===== config.mk =====
export PLATFORM = sky130hd
export DESIGN_NAME = run_arming_segment_select
export DESIGN_NICKNAME = d
export VERILOG_FILES = /design/src/hw/run_ctrl_pkg.sv /design/src/hw/run_arming_segment_select.sv /design/src/hw/edge_sync.sv
export SDC_FILE = /design/constraint.sdc
export NUM_CORES = 1
export LEC_CHECK = 0
export BUFFER_PORTS_ARGS = -buffer_cell sky130_fd_sc_hd__clkbuf_2
export CAP_MARGIN = 25
export CORE_ASPECT_RATIO = 0.6
export CORE_MARGIN = 5
export CORE_UTILIZATION = 55
export CTS_CLUSTER_SIZE = 16
export DETAILED_ROUTE_END_ITERATION = 8
export PLACE_DENSITY = 0.74
export SLEW_MARGIN = 20
export SYNTH_ARGS = -nofsm -noshare
export SYNTH_HDL_FRONTEND = slang
export SYNTH_SLANG_ARGS = --single-unit

===== constraint.sdc =====
create_clock -name clk -period 4.2 [get_ports clk]
set_input_delay 0.42 -clock clk [delete_from_list [all_inputs] [get_ports clk]]
set_output_delay 0.42 -clock clk [all_outputs]
set_load 0.01 [all_outputs]

===== src/hw/run_ctrl_pkg.sv =====
// Shared constants, register layouts and carrier types of the run controller.
package run_ctrl_pkg;

  localparam int NUM_CH = 2;
  localparam int CODE_W = 8;
  localparam int STEP_W = 8;
  localparam int LOOP_W = 20;
  localparam int LEVEL_W = 12;
  localparam int ADDR_W = 8;

  // Byte addresses of the shared registers.
  localparam logic [ADDR_W-1:0] GLOBAL_CFG_ADDR = 8'h00;
  localparam logic [ADDR_W-1:0] LEVEL_ADDR = 8'h04;
  localparam logic [ADDR_W-1:0] COMMAND_ADDR = 8'h08;

  // Channel blocks: address bits [7:4] select the channel, bits [3:2] the register.
  localparam logic [3:0] CH0_BLOCK = 4'h1;
  localparam logic [1:0] CH_CTRL_IDX = 2'h0;
  localparam logic [1:0] CH_SEGLOOP_IDX = 2'h1;
  localparam logic [1:0] CH_SEQLOOP_IDX = 2'h2;
  localparam logic [1:0] CH_STATUS_IDX = 2'h3;

  // Command register bit groups, one bit per channel in each.
  localparam int CMD_ARM_LSB = 0;
  localparam int CMD_ENABLE_LSB = 2;
  localparam int CMD_ABORT_LSB = 4;
  localparam int CMD_SELFARM_LSB = 6;

  localparam logic [31:0] CFG_MASK = 32'h0000033f;
  localparam logic [31:0] LEVEL_MASK = 32'h0fff0fff;
  localparam logic [31:0] CH_CTRL_MASK = 32'h00ff1ff7;
  localparam logic [31:0] CFG_RST = 32'h00000000;
  localparam logic [31:0] LEVEL_RST = 32'h00000000;
  localparam logic [31:0] CH_CTRL_RST = 32'h00010000;
  localparam int TRIG_LEVEL_LSB = 16;

  localparam logic [LOOP_W-1:0] LOOP_MIN = 20'h00001;
  localparam logic [LOOP_W-1:0] LOOP_MAX = 20'hf4240;

  localparam logic [1:0] RESP_OKAY = 2'h0;
  localparam logic [1:0] RESP_SLVERR = 2'h2;

  typedef enum logic [1:0] {RUN_CONT = 2'h0, RUN_TRIG = 2'h1, RUN_GATED = 2'h2} runMode_t;
  typedef enum logic [1:0] {SLOPE_RISE = 2'h0, SLOPE_FALL = 2'h1, SLOPE_EITHER = 2'h2} slope_t;
  typedef enum logic [2:0] {
    FN_STD = 3'h0, FN_ARB = 3'h1, FN_SEQ = 3'h2, FN_ADVSEQ = 3'h3, FN_MOD = 3'h4, FN_PULSE = 3'h5
  } func_t;
  typedef enum logic [1:0] {ADV_AUTO = 2'h0, ADV_ONCE = 2'h1, ADV_STEPPED = 2'h2} adv_t;
  typedef enum logic [1:0] {EN_BUS = 2'h0, EN_EVENT = 2'h1, EN_TRIG = 2'h2} enSrc_t;
  typedef enum logic [1:0] {IDLE_DC = 2'h0, IDLE_WAVE = 2'h1, IDLE_SEQ = 2'h2} idle_t;
  typedef enum logic [3:0] {
    ST_OFF = 4'b0001, ST_WAIT = 4'b0010, ST_RUN = 4'b0100, ST_DONE = 4'b1000
  } runState_t;

  typedef struct packed {
    logic [21:0] rsvdHi;
    logic [1:0] outputOn;
    logic [1:0] rsvdLo;
    slope_t evtSlope;
    slope_t trigSlope;
    runMode_t runMode;
  } cfg_t;

  typedef struct packed {
    logic [7:0] rsvdHi;
    logic [STEP_W-1:0] numSteps;
    logic [2:0] rsvdMid;
    logic evtRespond;
    logic jumpOnTrig;
    logic jumpFlag;
    idle_t idleSel;
    enSrc_t enSrc;
    adv_t adv;
    logic rsvdLo;
    func_t func;
  } chCtrl_t;

  typedef struct packed {
    logic genRun;
    logic waiting;
    idle_t idleShape;
    logic [CODE_W-1:0] activeCode;
    logic [STEP_W-1:0] stepIdx;
    logic stepPulse;
  } chOut_t;

endpackage : run_ctrl_pkg


===== src/hw/run_arming_segment_select.sv =====
// Run control, arming, segment and sequence selection for two channels.
// Summary of operation
// - Arbitrary output switches segment only on strobe.
// - Sequence mode takes code as sequence number.
// - Each channel has own code and strobe.
// - Event input has programmable threshold and slope.
// - Event acts on both channels same cycle.
// - Event can advance the sequence step.
// - Exactly one of continuous, triggered, gated.
// - Only remote command sets armed state.
// - Armed: trigger, event or remote enable starts.
// - Once enabled, only output off, remote abort or the end of a once-through sequence stops.
// - Self-armed output runs immediately when on.
// - Armed output waits for valid enable.
// - Idle waveform selection while not enabled.
// - Remote enable source ignores event input.
// - Exactly one enable source active.
// - Abort source is remote command only.
// - Segment loop counter, one to one million.
// - Sequence loop counter, one to one million.
// - Jump flag: auto advance or await event.
// - Jump signal selects the stepping event source.
// - Advance mode ignored outside sequence functions.
// - Trigger reacts to chosen edges, except in gated mode, which follows its level.
`timescale 1ns/1ps
module run_arming_segment_select
(
  // Clock and reset
  input wire logic clk,
  input wire logic rst,
  // AXI4-Lite write address and data
  input wire logic awvalid,
  output logic awready,
  input wire logic [run_ctrl_pkg::ADDR_W-1:0] awaddr,
  input wire logic [2:0] awprot,
  input wire logic wvalid,
  output logic wready,
  input wire logic [31:0] wdata,
  input wire logic [3:0] wstrb,
  // AXI4-Lite write response
  output logic bvalid,
  input wire logic bready,
  output logic [1:0] bresp,
  // AXI4-Lite read
  input wire logic arvalid,
  output logic arready,
  input wire logic [run_ctrl_pkg::ADDR_W-1:0] araddr,
  input wire logic [2:0] arprot,
  output logic rvalid,
  input wire logic rready,
  output logic [31:0] rdata,
  output logic [1:0] rresp,
  // Control pins
  input wire logic [run_ctrl_pkg::CODE_W-1:0] selCode [run_ctrl_pkg::NUM_CH],
  input wire logic [run_ctrl_pkg::NUM_CH-1:0] selValid,
  input wire logic eventIn,
  input wire logic trigIn,
  // Waveform engine handshake
  input wire logic [run_ctrl_pkg::NUM_CH-1:0] segDone,
  // Outputs to the engine and comparators
  output run_ctrl_pkg::chOut_t chOut [run_ctrl_pkg::NUM_CH],
  output logic [run_ctrl_pkg::LEVEL_W-1:0] evtThreshold,
  output logic [run_ctrl_pkg::LEVEL_W-1:0] trigThreshold
);
  import run_ctrl_pkg::*;

  cfg_t cfg;
  logic [31:0] levels;
  chCtrl_t chCtrl [NUM_CH];
  logic [LOOP_W-1:0] segLoops [NUM_CH];
  logic [LOOP_W-1:0] seqLoops [NUM_CH];
  runState_t state [NUM_CH];
  logic [CODE_W-1:0] activeCode [NUM_CH];
  logic [STEP_W-1:0] stepIdx [NUM_CH];
  logic [7:0] cmd;
  logic awHave;
  logic wHave;
  logic [ADDR_W-1:0] awAddrQ;
  logic [31:0] wDataQ;
  logic [3:0] wStrbQ;
  logic doWrite;
  logic evtLevel;
  logic evtPulse;
  logic trigLevel;
  logic trigPulse;

  function automatic logic [31:0] mergeStrb(input logic [31:0] old, input logic [31:0] nw,
                                             input logic [3:0] strb);
    logic [31:0] res;
    res = old;
    for (int b = 0; b < 4; b++)
      if (strb[b])
        res[8*b +: 8] = nw[8*b +: 8];
    return res;
  endfunction : mergeStrb

  function automatic logic [LOOP_W-1:0] clampLoop(input logic [31:0] v);
    logic [LOOP_W-1:0] res;
    res = v[LOOP_W-1:0];
    if (v > {12'h000, LOOP_MAX})
      res = LOOP_MAX;
    else if (v[LOOP_W-1:0] < LOOP_MIN)
      res = LOOP_MIN;
    return res;
  endfunction : clampLoop

  function automatic logic isMapped(input logic [ADDR_W-1:0] a);
    logic hit;
    hit = (a == GLOBAL_CFG_ADDR) || (a == LEVEL_ADDR) || (a == COMMAND_ADDR);
    if ((a[7:4] >= CH0_BLOCK) && (a[7:4] < CH0_BLOCK + 4'(NUM_CH)))
      hit = 1'b1;
    return hit;
  endfunction : isMapped

  // Write channel: address and data are taken in either order.
  assign doWrite = awHave && wHave && !bvalid;

  always_ff @(posedge clk)
  begin
    if (rst)
    begin
      awready <= 1'b0;
      awHave <= 1'b0;
      awAddrQ <= '0;
    end
    else if (awvalid && awready)
    begin
      awready <= 1'b0;
      awHave <= 1'b1;
      awAddrQ <= awaddr;
    end
    else
    begin
      if (doWrite)
        awHave <= 1'b0;
      awready <= !awHave && !bvalid;
    end
  end

  always_ff @(posedge clk)
  begin
    if (rst)
    begin
      wready <= 1'b0;
      wHave <= 1'b0;
      wDataQ <= '0;
      wStrbQ <= '0;
    end
    else if (wvalid && wready)
    begin
      wready <= 1'b0;
      wHave <= 1'b1;
      wDataQ <= wdata;
      wStrbQ <= wstrb;
    end
    else
    begin
      if (doWrite)
        wHave <= 1'b0;
      wready <= !wHave && !bvalid;
    end
  end

  always_ff @(posedge clk)
  begin
    if (rst)
    begin
      bvalid <= 1'b0;
      bresp <= RESP_OKAY;
    end
    else if (doWrite)
    begin
      bvalid <= 1'b1;
      bresp <= isMapped(awAddrQ) ? RESP_OKAY : RESP_SLVERR;
    end
    else if (bready)
      bvalid <= 1'b0;
  end

  // Shared configuration and remote commands.
  always_ff @(posedge clk)
  begin
    if (rst)
    begin
      cfg <= cfg_t'(CFG_RST);
      levels <= LEVEL_RST;
      cmd <= '0;
    end
    else
    begin
      cmd <= '0;
      if (doWrite && awAddrQ == GLOBAL_CFG_ADDR)
        cfg <= cfg_t'(mergeStrb(cfg, wDataQ, wStrbQ) & CFG_MASK);
      if (doWrite && awAddrQ == LEVEL_ADDR)
        levels <= mergeStrb(levels, wDataQ, wStrbQ) & LEVEL_MASK;
      if (doWrite && awAddrQ == COMMAND_ADDR && wStrbQ[0])
        cmd <= wDataQ[7:0];
    end
  end

  always_ff @(posedge clk)
  begin
    if (rst)
    begin
      evtThreshold <= '0;
      trigThreshold <= '0;
    end
    else
    begin
      evtThreshold <= levels[LEVEL_W-1:0];
      trigThreshold <= levels[TRIG_LEVEL_LSB +: LEVEL_W];
    end
  end

  // Read channel answers one cycle after the address is taken.
  always_ff @(posedge clk)
  begin
    if (rst)
    begin
      arready <= 1'b0;
      rvalid <= 1'b0;
      rdata <= '0;
      rresp <= RESP_OKAY;
    end
    else if (arvalid && arready)
    begin
      arready <= 1'b0;
      rvalid <= 1'b1;
      rresp <= isMapped(araddr) ? RESP_OKAY : RESP_SLVERR;
      rdata <= '0;
      if (araddr == GLOBAL_CFG_ADDR)
        rdata <= cfg;
      else if (araddr == LEVEL_ADDR)
        rdata <= levels;
      for (int c = 0; c < NUM_CH; c++)
        if (araddr[7:4] == CH0_BLOCK + 4'(c))
          case (araddr[3:2])
            CH_CTRL_IDX: rdata <= chCtrl[c];
            CH_SEGLOOP_IDX: rdata <= {12'h000, segLoops[c]};
            CH_SEQLOOP_IDX: rdata <= {12'h000, seqLoops[c]};
            CH_STATUS_IDX: rdata <= {8'h00, stepIdx[c], activeCode[c], 4'h0, state[c]};
            default: rdata <= '0;
          endcase
    end
    else if (rvalid)
    begin
      if (rready)
        rvalid <= 1'b0;
    end
    else
      arready <= 1'b1;
  end

  // One event detector serves both channels, so both see the same pulse.
  edge_sync eventSync
  (
    .clk(clk),
    .rst(rst),
    .pin(eventIn),
    .slope(cfg.evtSlope),
    .level(evtLevel),
    .edgePulse(evtPulse)
  );

  edge_sync trigSync
  (
    .clk(clk),
    .rst(rst),
    .pin(trigIn),
    .slope(cfg.trigSlope),
    .level(trigLevel),
    .edgePulse(trigPulse)
  );

  for (genvar c = 0; c < NUM_CH; c++)
  begin : chan
    logic validPulse;
    logic [CODE_W-1:0] codeQ1;
    logic [CODE_W-1:0] codeQ2;
    logic [CODE_W-1:0] codeQ3;
    logic armed;
    logic isSeq;
    logic chEvt;
    logic jumpEvt;
    logic enableHit;
    logic burst;
    logic runGate;
    logic waitJump;
    logic advance;
    logic finish;
    logic [LOOP_W-1:0] segCnt;
    logic [LOOP_W-1:0] seqCnt;
    logic chWrite;

    assign chWrite = doWrite && awAddrQ[7:4] == CH0_BLOCK + 4'(c);

    always_ff @(posedge clk)
    begin
      if (rst)
      begin
        chCtrl[c] <= chCtrl_t'(CH_CTRL_RST);
        segLoops[c] <= LOOP_MIN;
        seqLoops[c] <= LOOP_MIN;
      end
      else if (chWrite)
        case (awAddrQ[3:2])
          CH_CTRL_IDX: chCtrl[c] <= chCtrl_t'(mergeStrb(chCtrl[c], wDataQ, wStrbQ) & CH_CTRL_MASK);
          CH_SEGLOOP_IDX: segLoops[c] <= clampLoop(mergeStrb({12'h000, segLoops[c]}, wDataQ, wStrbQ));
          CH_SEQLOOP_IDX: seqLoops[c] <= clampLoop(mergeStrb({12'h000, seqLoops[c]}, wDataQ, wStrbQ));
          default: ;
        endcase
    end

    edge_sync validSync
    (
      .clk(clk),
      .rst(rst),
      .pin(selValid[c]),
      .slope(SLOPE_RISE),
      .level(),
      .edgePulse(validPulse)
    );

    // The code takes the same three-stage path as its strobe, so the pair stays aligned.
    always_ff @(posedge clk)
    begin
      if (rst)
      begin
        codeQ1 <= '0;
        codeQ2 <= '0;
        codeQ3 <= '0;
      end
      else
      begin
        codeQ1 <= selCode[c];
        codeQ2 <= codeQ1;
        codeQ3 <= codeQ2;
      end
    end

    always_ff @(posedge clk)
    begin
      if (rst)
        activeCode[c] <= '0;
      else if (validPulse)
        activeCode[c] <= codeQ3;
    end

    always_ff @(posedge clk)
    begin
      if (rst)
        armed <= 1'b0;
      else if (cmd[CMD_ARM_LSB + c])
        armed <= 1'b1;
      else if (cmd[CMD_SELFARM_LSB + c])
        armed <= 1'b0;
    end

    assign isSeq = (chCtrl[c].func == FN_SEQ) || (chCtrl[c].func == FN_ADVSEQ);
    assign chEvt = evtPulse && chCtrl[c].evtRespond;
    assign jumpEvt = chCtrl[c].jumpOnTrig ? trigPulse : chEvt;

    always_comb
    begin
      case (chCtrl[c].enSrc)
        EN_BUS: enableHit = cmd[CMD_ENABLE_LSB + c];
        EN_EVENT: enableHit = chEvt;
        EN_TRIG: enableHit = trigPulse;
        default: enableHit = 1'b0;
      endcase
    end

    always_comb
    begin
      case (cfg.runMode)
        RUN_CONT: runGate = 1'b1;
        RUN_TRIG: runGate = burst;
        RUN_GATED: runGate = trigLevel;
        default: runGate = 1'b0;
      endcase
    end

    // In triggered mode one trigger plays one segment pass.
    always_ff @(posedge clk)
    begin
      if (rst || state[c] != ST_RUN)
        burst <= 1'b0;
      else if (trigPulse)
        burst <= 1'b1;
      else if (segDone[c])
        burst <= 1'b0;
    end

    // Step bookkeeping; stepped mode waits for an event after every segment pass.
    always_comb
    begin
      advance = 1'b0;
      if (state[c] == ST_RUN && isSeq && runGate)
      begin
        if (waitJump)
          advance = jumpEvt;
        else if (segDone[c] && chCtrl[c].adv != ADV_STEPPED)
          advance = (segCnt + 20'h00001 >= segLoops[c]) && !chCtrl[c].jumpFlag;
      end
    end

    assign finish = advance && (stepIdx[c] + 8'h01 >= chCtrl[c].numSteps) &&
                    (chCtrl[c].func == FN_SEQ || seqCnt + 20'h00001 >= seqLoops[c]) &&
                    chCtrl[c].adv == ADV_ONCE;

    always_ff @(posedge clk)
    begin
      if (rst || !isSeq || state[c] != ST_RUN || validPulse)
      begin
        stepIdx[c] <= '0;
        segCnt <= '0;
        seqCnt <= '0;
        waitJump <= 1'b0;
      end
      else if (advance)
      begin
        waitJump <= 1'b0;
        segCnt <= '0;
        if (stepIdx[c] + 8'h01 >= chCtrl[c].numSteps)
        begin
          stepIdx[c] <= '0;
          if (chCtrl[c].func == FN_ADVSEQ && seqCnt + 20'h00001 < seqLoops[c])
            seqCnt <= seqCnt + 20'h00001;
          else
            seqCnt <= '0;
        end
        else
          stepIdx[c] <= stepIdx[c] + 8'h01;
      end
      else if (segDone[c] && runGate && !waitJump)
      begin
        if (chCtrl[c].adv == ADV_STEPPED)
          waitJump <= 1'b1;
        else if (segCnt + 20'h00001 >= segLoops[c])
        begin
          segCnt <= '0;
          waitJump <= chCtrl[c].jumpFlag;
        end
        else
          segCnt <= segCnt + 20'h00001;
      end
    end

    // Output off parks the channel; otherwise an armed remote abort or a finished sequence leaves the run state.
    always_ff @(posedge clk)
    begin
      if (rst)
        state[c] <= ST_OFF;
      else if (!cfg.outputOn[c])
        state[c] <= ST_OFF;
      else
        case (state[c])
          ST_OFF: state[c] <= armed ? ST_WAIT : ST_RUN;
          ST_WAIT:
          begin
            if (!armed || enableHit)
              state[c] <= ST_RUN;
          end
          ST_RUN:
          begin
            if (armed && cmd[CMD_ABORT_LSB + c])
              state[c] <= ST_WAIT;
            else if (finish)
              state[c] <= ST_DONE;
          end
          ST_DONE:
          begin
            if (armed && cmd[CMD_ABORT_LSB + c])
              state[c] <= ST_WAIT;
          end
          default: state[c] <= ST_OFF;
        endcase
    end

    always_ff @(posedge clk)
    begin
      if (rst)
        chOut[c] <= '0;
      else
      begin
        chOut[c].genRun <= (state[c] == ST_RUN) && runGate;
        chOut[c].waiting <= (state[c] == ST_WAIT);
        chOut[c].idleShape <= chCtrl[c].idleSel;
        chOut[c].activeCode <= activeCode[c];
        chOut[c].stepIdx <= stepIdx[c];
        chOut[c].stepPulse <= advance;
      end
    end
  end

endmodule : run_arming_segment_select


===== src/hw/edge_sync.sv =====
// Three-stage pin synchroniser with slope-selected edge pulse.
`timescale 1ns/1ps
module edge_sync
(
  // Clock and reset
  input wire logic clk,
  input wire logic rst,
  // Pin and slope choice
  input wire logic pin,
  input wire run_ctrl_pkg::slope_t slope,
  // Filtered level and edge pulse
  output logic level,
  output logic edgePulse
);
  import run_ctrl_pkg::*;

  logic s1;
  logic s2;
  logic s3;
  logic agreed;
  logic rising;
  logic falling;

  always_ff @(posedge clk)
  begin
    if (rst)
    begin
      s1 <= 1'b0;
      s2 <= 1'b0;
      s3 <= 1'b0;
    end
    else
    begin
      s1 <= pin;
      s2 <= s1;
      s3 <= s2;
    end
  end

  // A change counts only once the second and third stages agree.
  assign agreed = (s2 == s3) && (s3 != level);
  assign rising = agreed && s3;
  assign falling = agreed && !s3;

  always_ff @(posedge clk)
  begin
    if (rst)
    begin
      level <= 1'b0;
      edgePulse <= 1'b0;
    end
    else
    begin
      if (agreed)
        level <= s3;
      case (slope)
        SLOPE_RISE: edgePulse <= rising;
        SLOPE_FALL: edgePulse <= falling;
        SLOPE_EITHER: edgePulse <= rising || falling;
        default: edgePulse <= 1'b0;
      endcase
    end
  end

endmodule : edge_sync


==> metrics <==
H-tree depth 2; arrival time worst endpoint 4.49 ns; die area 0.04901 mm^2; Syn-to-layout area delta 13.01%; FF+latch count, synth 501; Min-Delay Endpoint chan[0].codeQ1[0]; 1st-iter DRT viols 3,062; FP Rows 59; leakage 10.65 nW; Post-synth EDFFs 160; headroom to the max-slew limit 18.84%; Post-synth ARST share 0%; grt ovf 0; CTS tree built; number of global-route vias before repair 19,690; initial antenna violation count 3; WS Path Type register to register; area of the core 0.04370 mm^2; VDD IR max 0.0003305 V; hold_sp selCode[8]; Initial Util 56.07%; hold_buf cts 0; final-stage net count 2,975; clk_lat worst skew 0.58 ns; adder-cell area share of the yosys netlist 5.209%; WL per Instance 23.49 um; status finished, final reports clean; Slowest Stage Delay on Critical Path 0.47 ns; Synth Area in Compound Gates 14.14%; ANT nets after route 0; RR Startpoint chan[0].segCnt[0]; Top Family by Delay on Critical Path simple AND/OR/NAND/NOR gates; number of remaining DRC errors 0; number of clock sinks 501; WHS Path Cells 2; post-synthesis mux area share 3.089%; Warnings, synthesis 0; R2R depth 15; GR Util All Layers 31.37%; mapped cell area 0.02450 mm^2; share of layout cells above drive strength 1 14.16%; Setup violations, final 0; largest family of logic cells by synthesized area simple AND/OR/NAND/NOR gates; largest net degree at the start of global routing 78; Max-Cap Viols 0; Seq/Total Area, Yosys 47.47%; Cell variety after synth 83; CTS Buffer Depth 3; final hold violation count 0; Crit Path Max Fanout 7; Port-buffer cells 181; number of buffers and inverters on the critical path 2; Root Buffer clkbuf_16; Die X-Extent 282.5 um; CTS Buf Count 46; critical path depth 15; Die Height 173.5 um; Synth Area in XOR/XNOR 3.074%; Max stage delay cell, worst path or4_1; Most used DFF post-synth dfxtp_1; power density over cell area 367.7 mW/mm^2; hold slack 0.04673 ns; ordered list of cells on the worst path ha_1, and3_1, nand3_1, buf_4, nor2_1, xor2_1, ha_1, nand4_1, a211oi_1, nand4b_1, a21oi_1, o211ai_1, buf_4, or4_1, a21oi_1; DP Wirelength 60,020 um; Tightest Hold Check Type input pin to register; Worst-Margin Slew 1.202 ns; first-pass GRT wire length 119,400 um; worst reg2reg endpoint chan[0].seqCnt[2]; Post-Synthesis Cells 2,638; flop-to-flop setup slack 0.20 ns; Initial DRT Pass Iterations 8; max-slew violations 0; worst-case clock skew 0.02018 ns; Final min period 3.999 ns; crit share post-route 95.22%; Critical Path Start chan[0].segCnt[0]; Simple-Gate Fraction of Synth Area 22.72%; via count 21,290; GPL Wtd Cong 1.077; Worst setup EP type register; Worst-path clk slew 0.07 ns; Data required, critical path 4.69 ns; I/O pin cnt 194; Via density 6.251; syn avg cell area 9.288 um^2; f_max 250.1 MHz; unrepaired setup endpoints after global routing false; Setup TNS Final 0 ns; pre-CTS worst setup slack 0.1792 ns; setup ws final 0.2008 ns; Worst setup SP type register; routed wire length 80,010 um
==> Yosys cell counts, types with 25 or more instances <==
library cell / instances / area (um^2)
xnor2_1: 55 / 481.7
clkbuf_1: 126 / 473.0
dfxtp_1: 341 / 6827
nand2_1: 292 / 1096
ha_1: 102 / 1276
and3_1: 30 / 187.7
nand3_1: 139 / 695.7
nand2b_1: 52 / 325.3
a21oi_1: 221 / 1106
nor3_1: 39 / 195.2
o21ai_0: 111 / 555.5
mux2i_1: 25 / 250.2
nor2b_1: 159 / 994.7
xor2_1: 31 / 271.5
and2_1: 61 / 381.6
a22oi_1: 39 / 292.8
nor2_1: 147 / 551.8
inv_1: 112 / 420.4
edfxtp_1: 160 / 4805
nand4_1: 31 / 193.9
==> kinds of logic (layout without fill, tap and decap cells) <==
group,after synthesis,after routing
xor gates and xnor gates,86,86
and+or+nand+nor,1073,1073
other,1,9
adders and majority gates,102,102
muxes,48,48
AOI/OAI and AO/OA,561,561
DFF,501,501
buffers and inverters,266,447
==> registers in the layout, indices dropped and copies added (netlist names), 4 cells and up <==
name	count
evtThreshold	12
cmd	8
rdata	28
state	8
chan.codeQ1	16
chan.codeQ2	16
seqLoops	40
chOut	42
levels	24
stepIdx	16
awAddrQ	8
chan.segCnt	40
segLoops	40
activeCode	16
wStrbQ	4
trigThreshold	12
chan.seqCnt	40
chCtrl	40
chan.codeQ3	16
cfg	8
wDataQ	32
==> power breakdown <==
part	leakage, nW	total, mW	internal (mW)	switching [mW]
combinational	5.45	0.649	0.226	0.423
sequential	4.45	5.23	5.09	0.134
clock	0.749	4.30	2.35	1.95
==> placed cells by master, fill, tap and decap left out, drive strengths merged, types with 55 or more instances in the layout <==
cell / instances
dfxtp: 341
nor2b: 160
clkbuf: 244
buf: 68
xnor2: 55
nand3: 139
a21oi: 228
o21ai: 113
inv: 116
nand2: 292
and2: 64
ha: 102
nor2: 148
edfxtp: 160
==> layout make-up <==
class	count	area [um^2]
clock buffers	63	1319
clock inverters	23	205.2
fillers	3605	16010
well taps	579	724.4
multi-input cells	1876	11930
inverters	112	420.4
flip-flops and latches	501	11630
repair buffers	249	1450
diodes	3	7.507
==> metrics by stage <==
step | util [%] | instance area [um^2] | cells | power [mW]
after floorplan | - | 24520 | 2643 | 5.664
after global placement | 59.60 | 26050 | 3312 | 5.932
after detailed placement | 59.66 | 26070 | 3314 | 5.952
after CTS | 63.15 | 27600 | 3400 | 10.17
after global routing | 63.34 | 27680 | 3403 | 10.46
final | 63.36 | 27690 | 3406 | 10.18
==> worst max-delay path by stage <==
stage / slack [ns] / end
floorplan: 0.38 / chan[0].seqCnt[10]
global placement: 0.31 / chan[1].seqCnt[3]
detailed placement: 0.18 / chan[1].seqCnt[6]
CTS: 0.14 / chan[1].seqCnt[6]
global route: 0.02 / chan[0].seqCnt[2]
finish: 0.20 / chan[0].seqCnt[2]
==> metal layers <==
metal,share of wire [%],vias to the layer above,wire length (um),GRT usage (%)
met4,2.3,0,1862,6.775
met2,40,1415,31750,43.12
met1,42,10060,33870,47.09
met5,0,-,0,0
li1,-,9661,-,-
met3,16,151,12530,11.74
==> repair_timing <==
item                       4_1_cts  5_1_grt
setup buffers                    0        1
gates resized for setup          0       14
setup endpoints to repair        0       34
(Power assumes the default switching activity.)
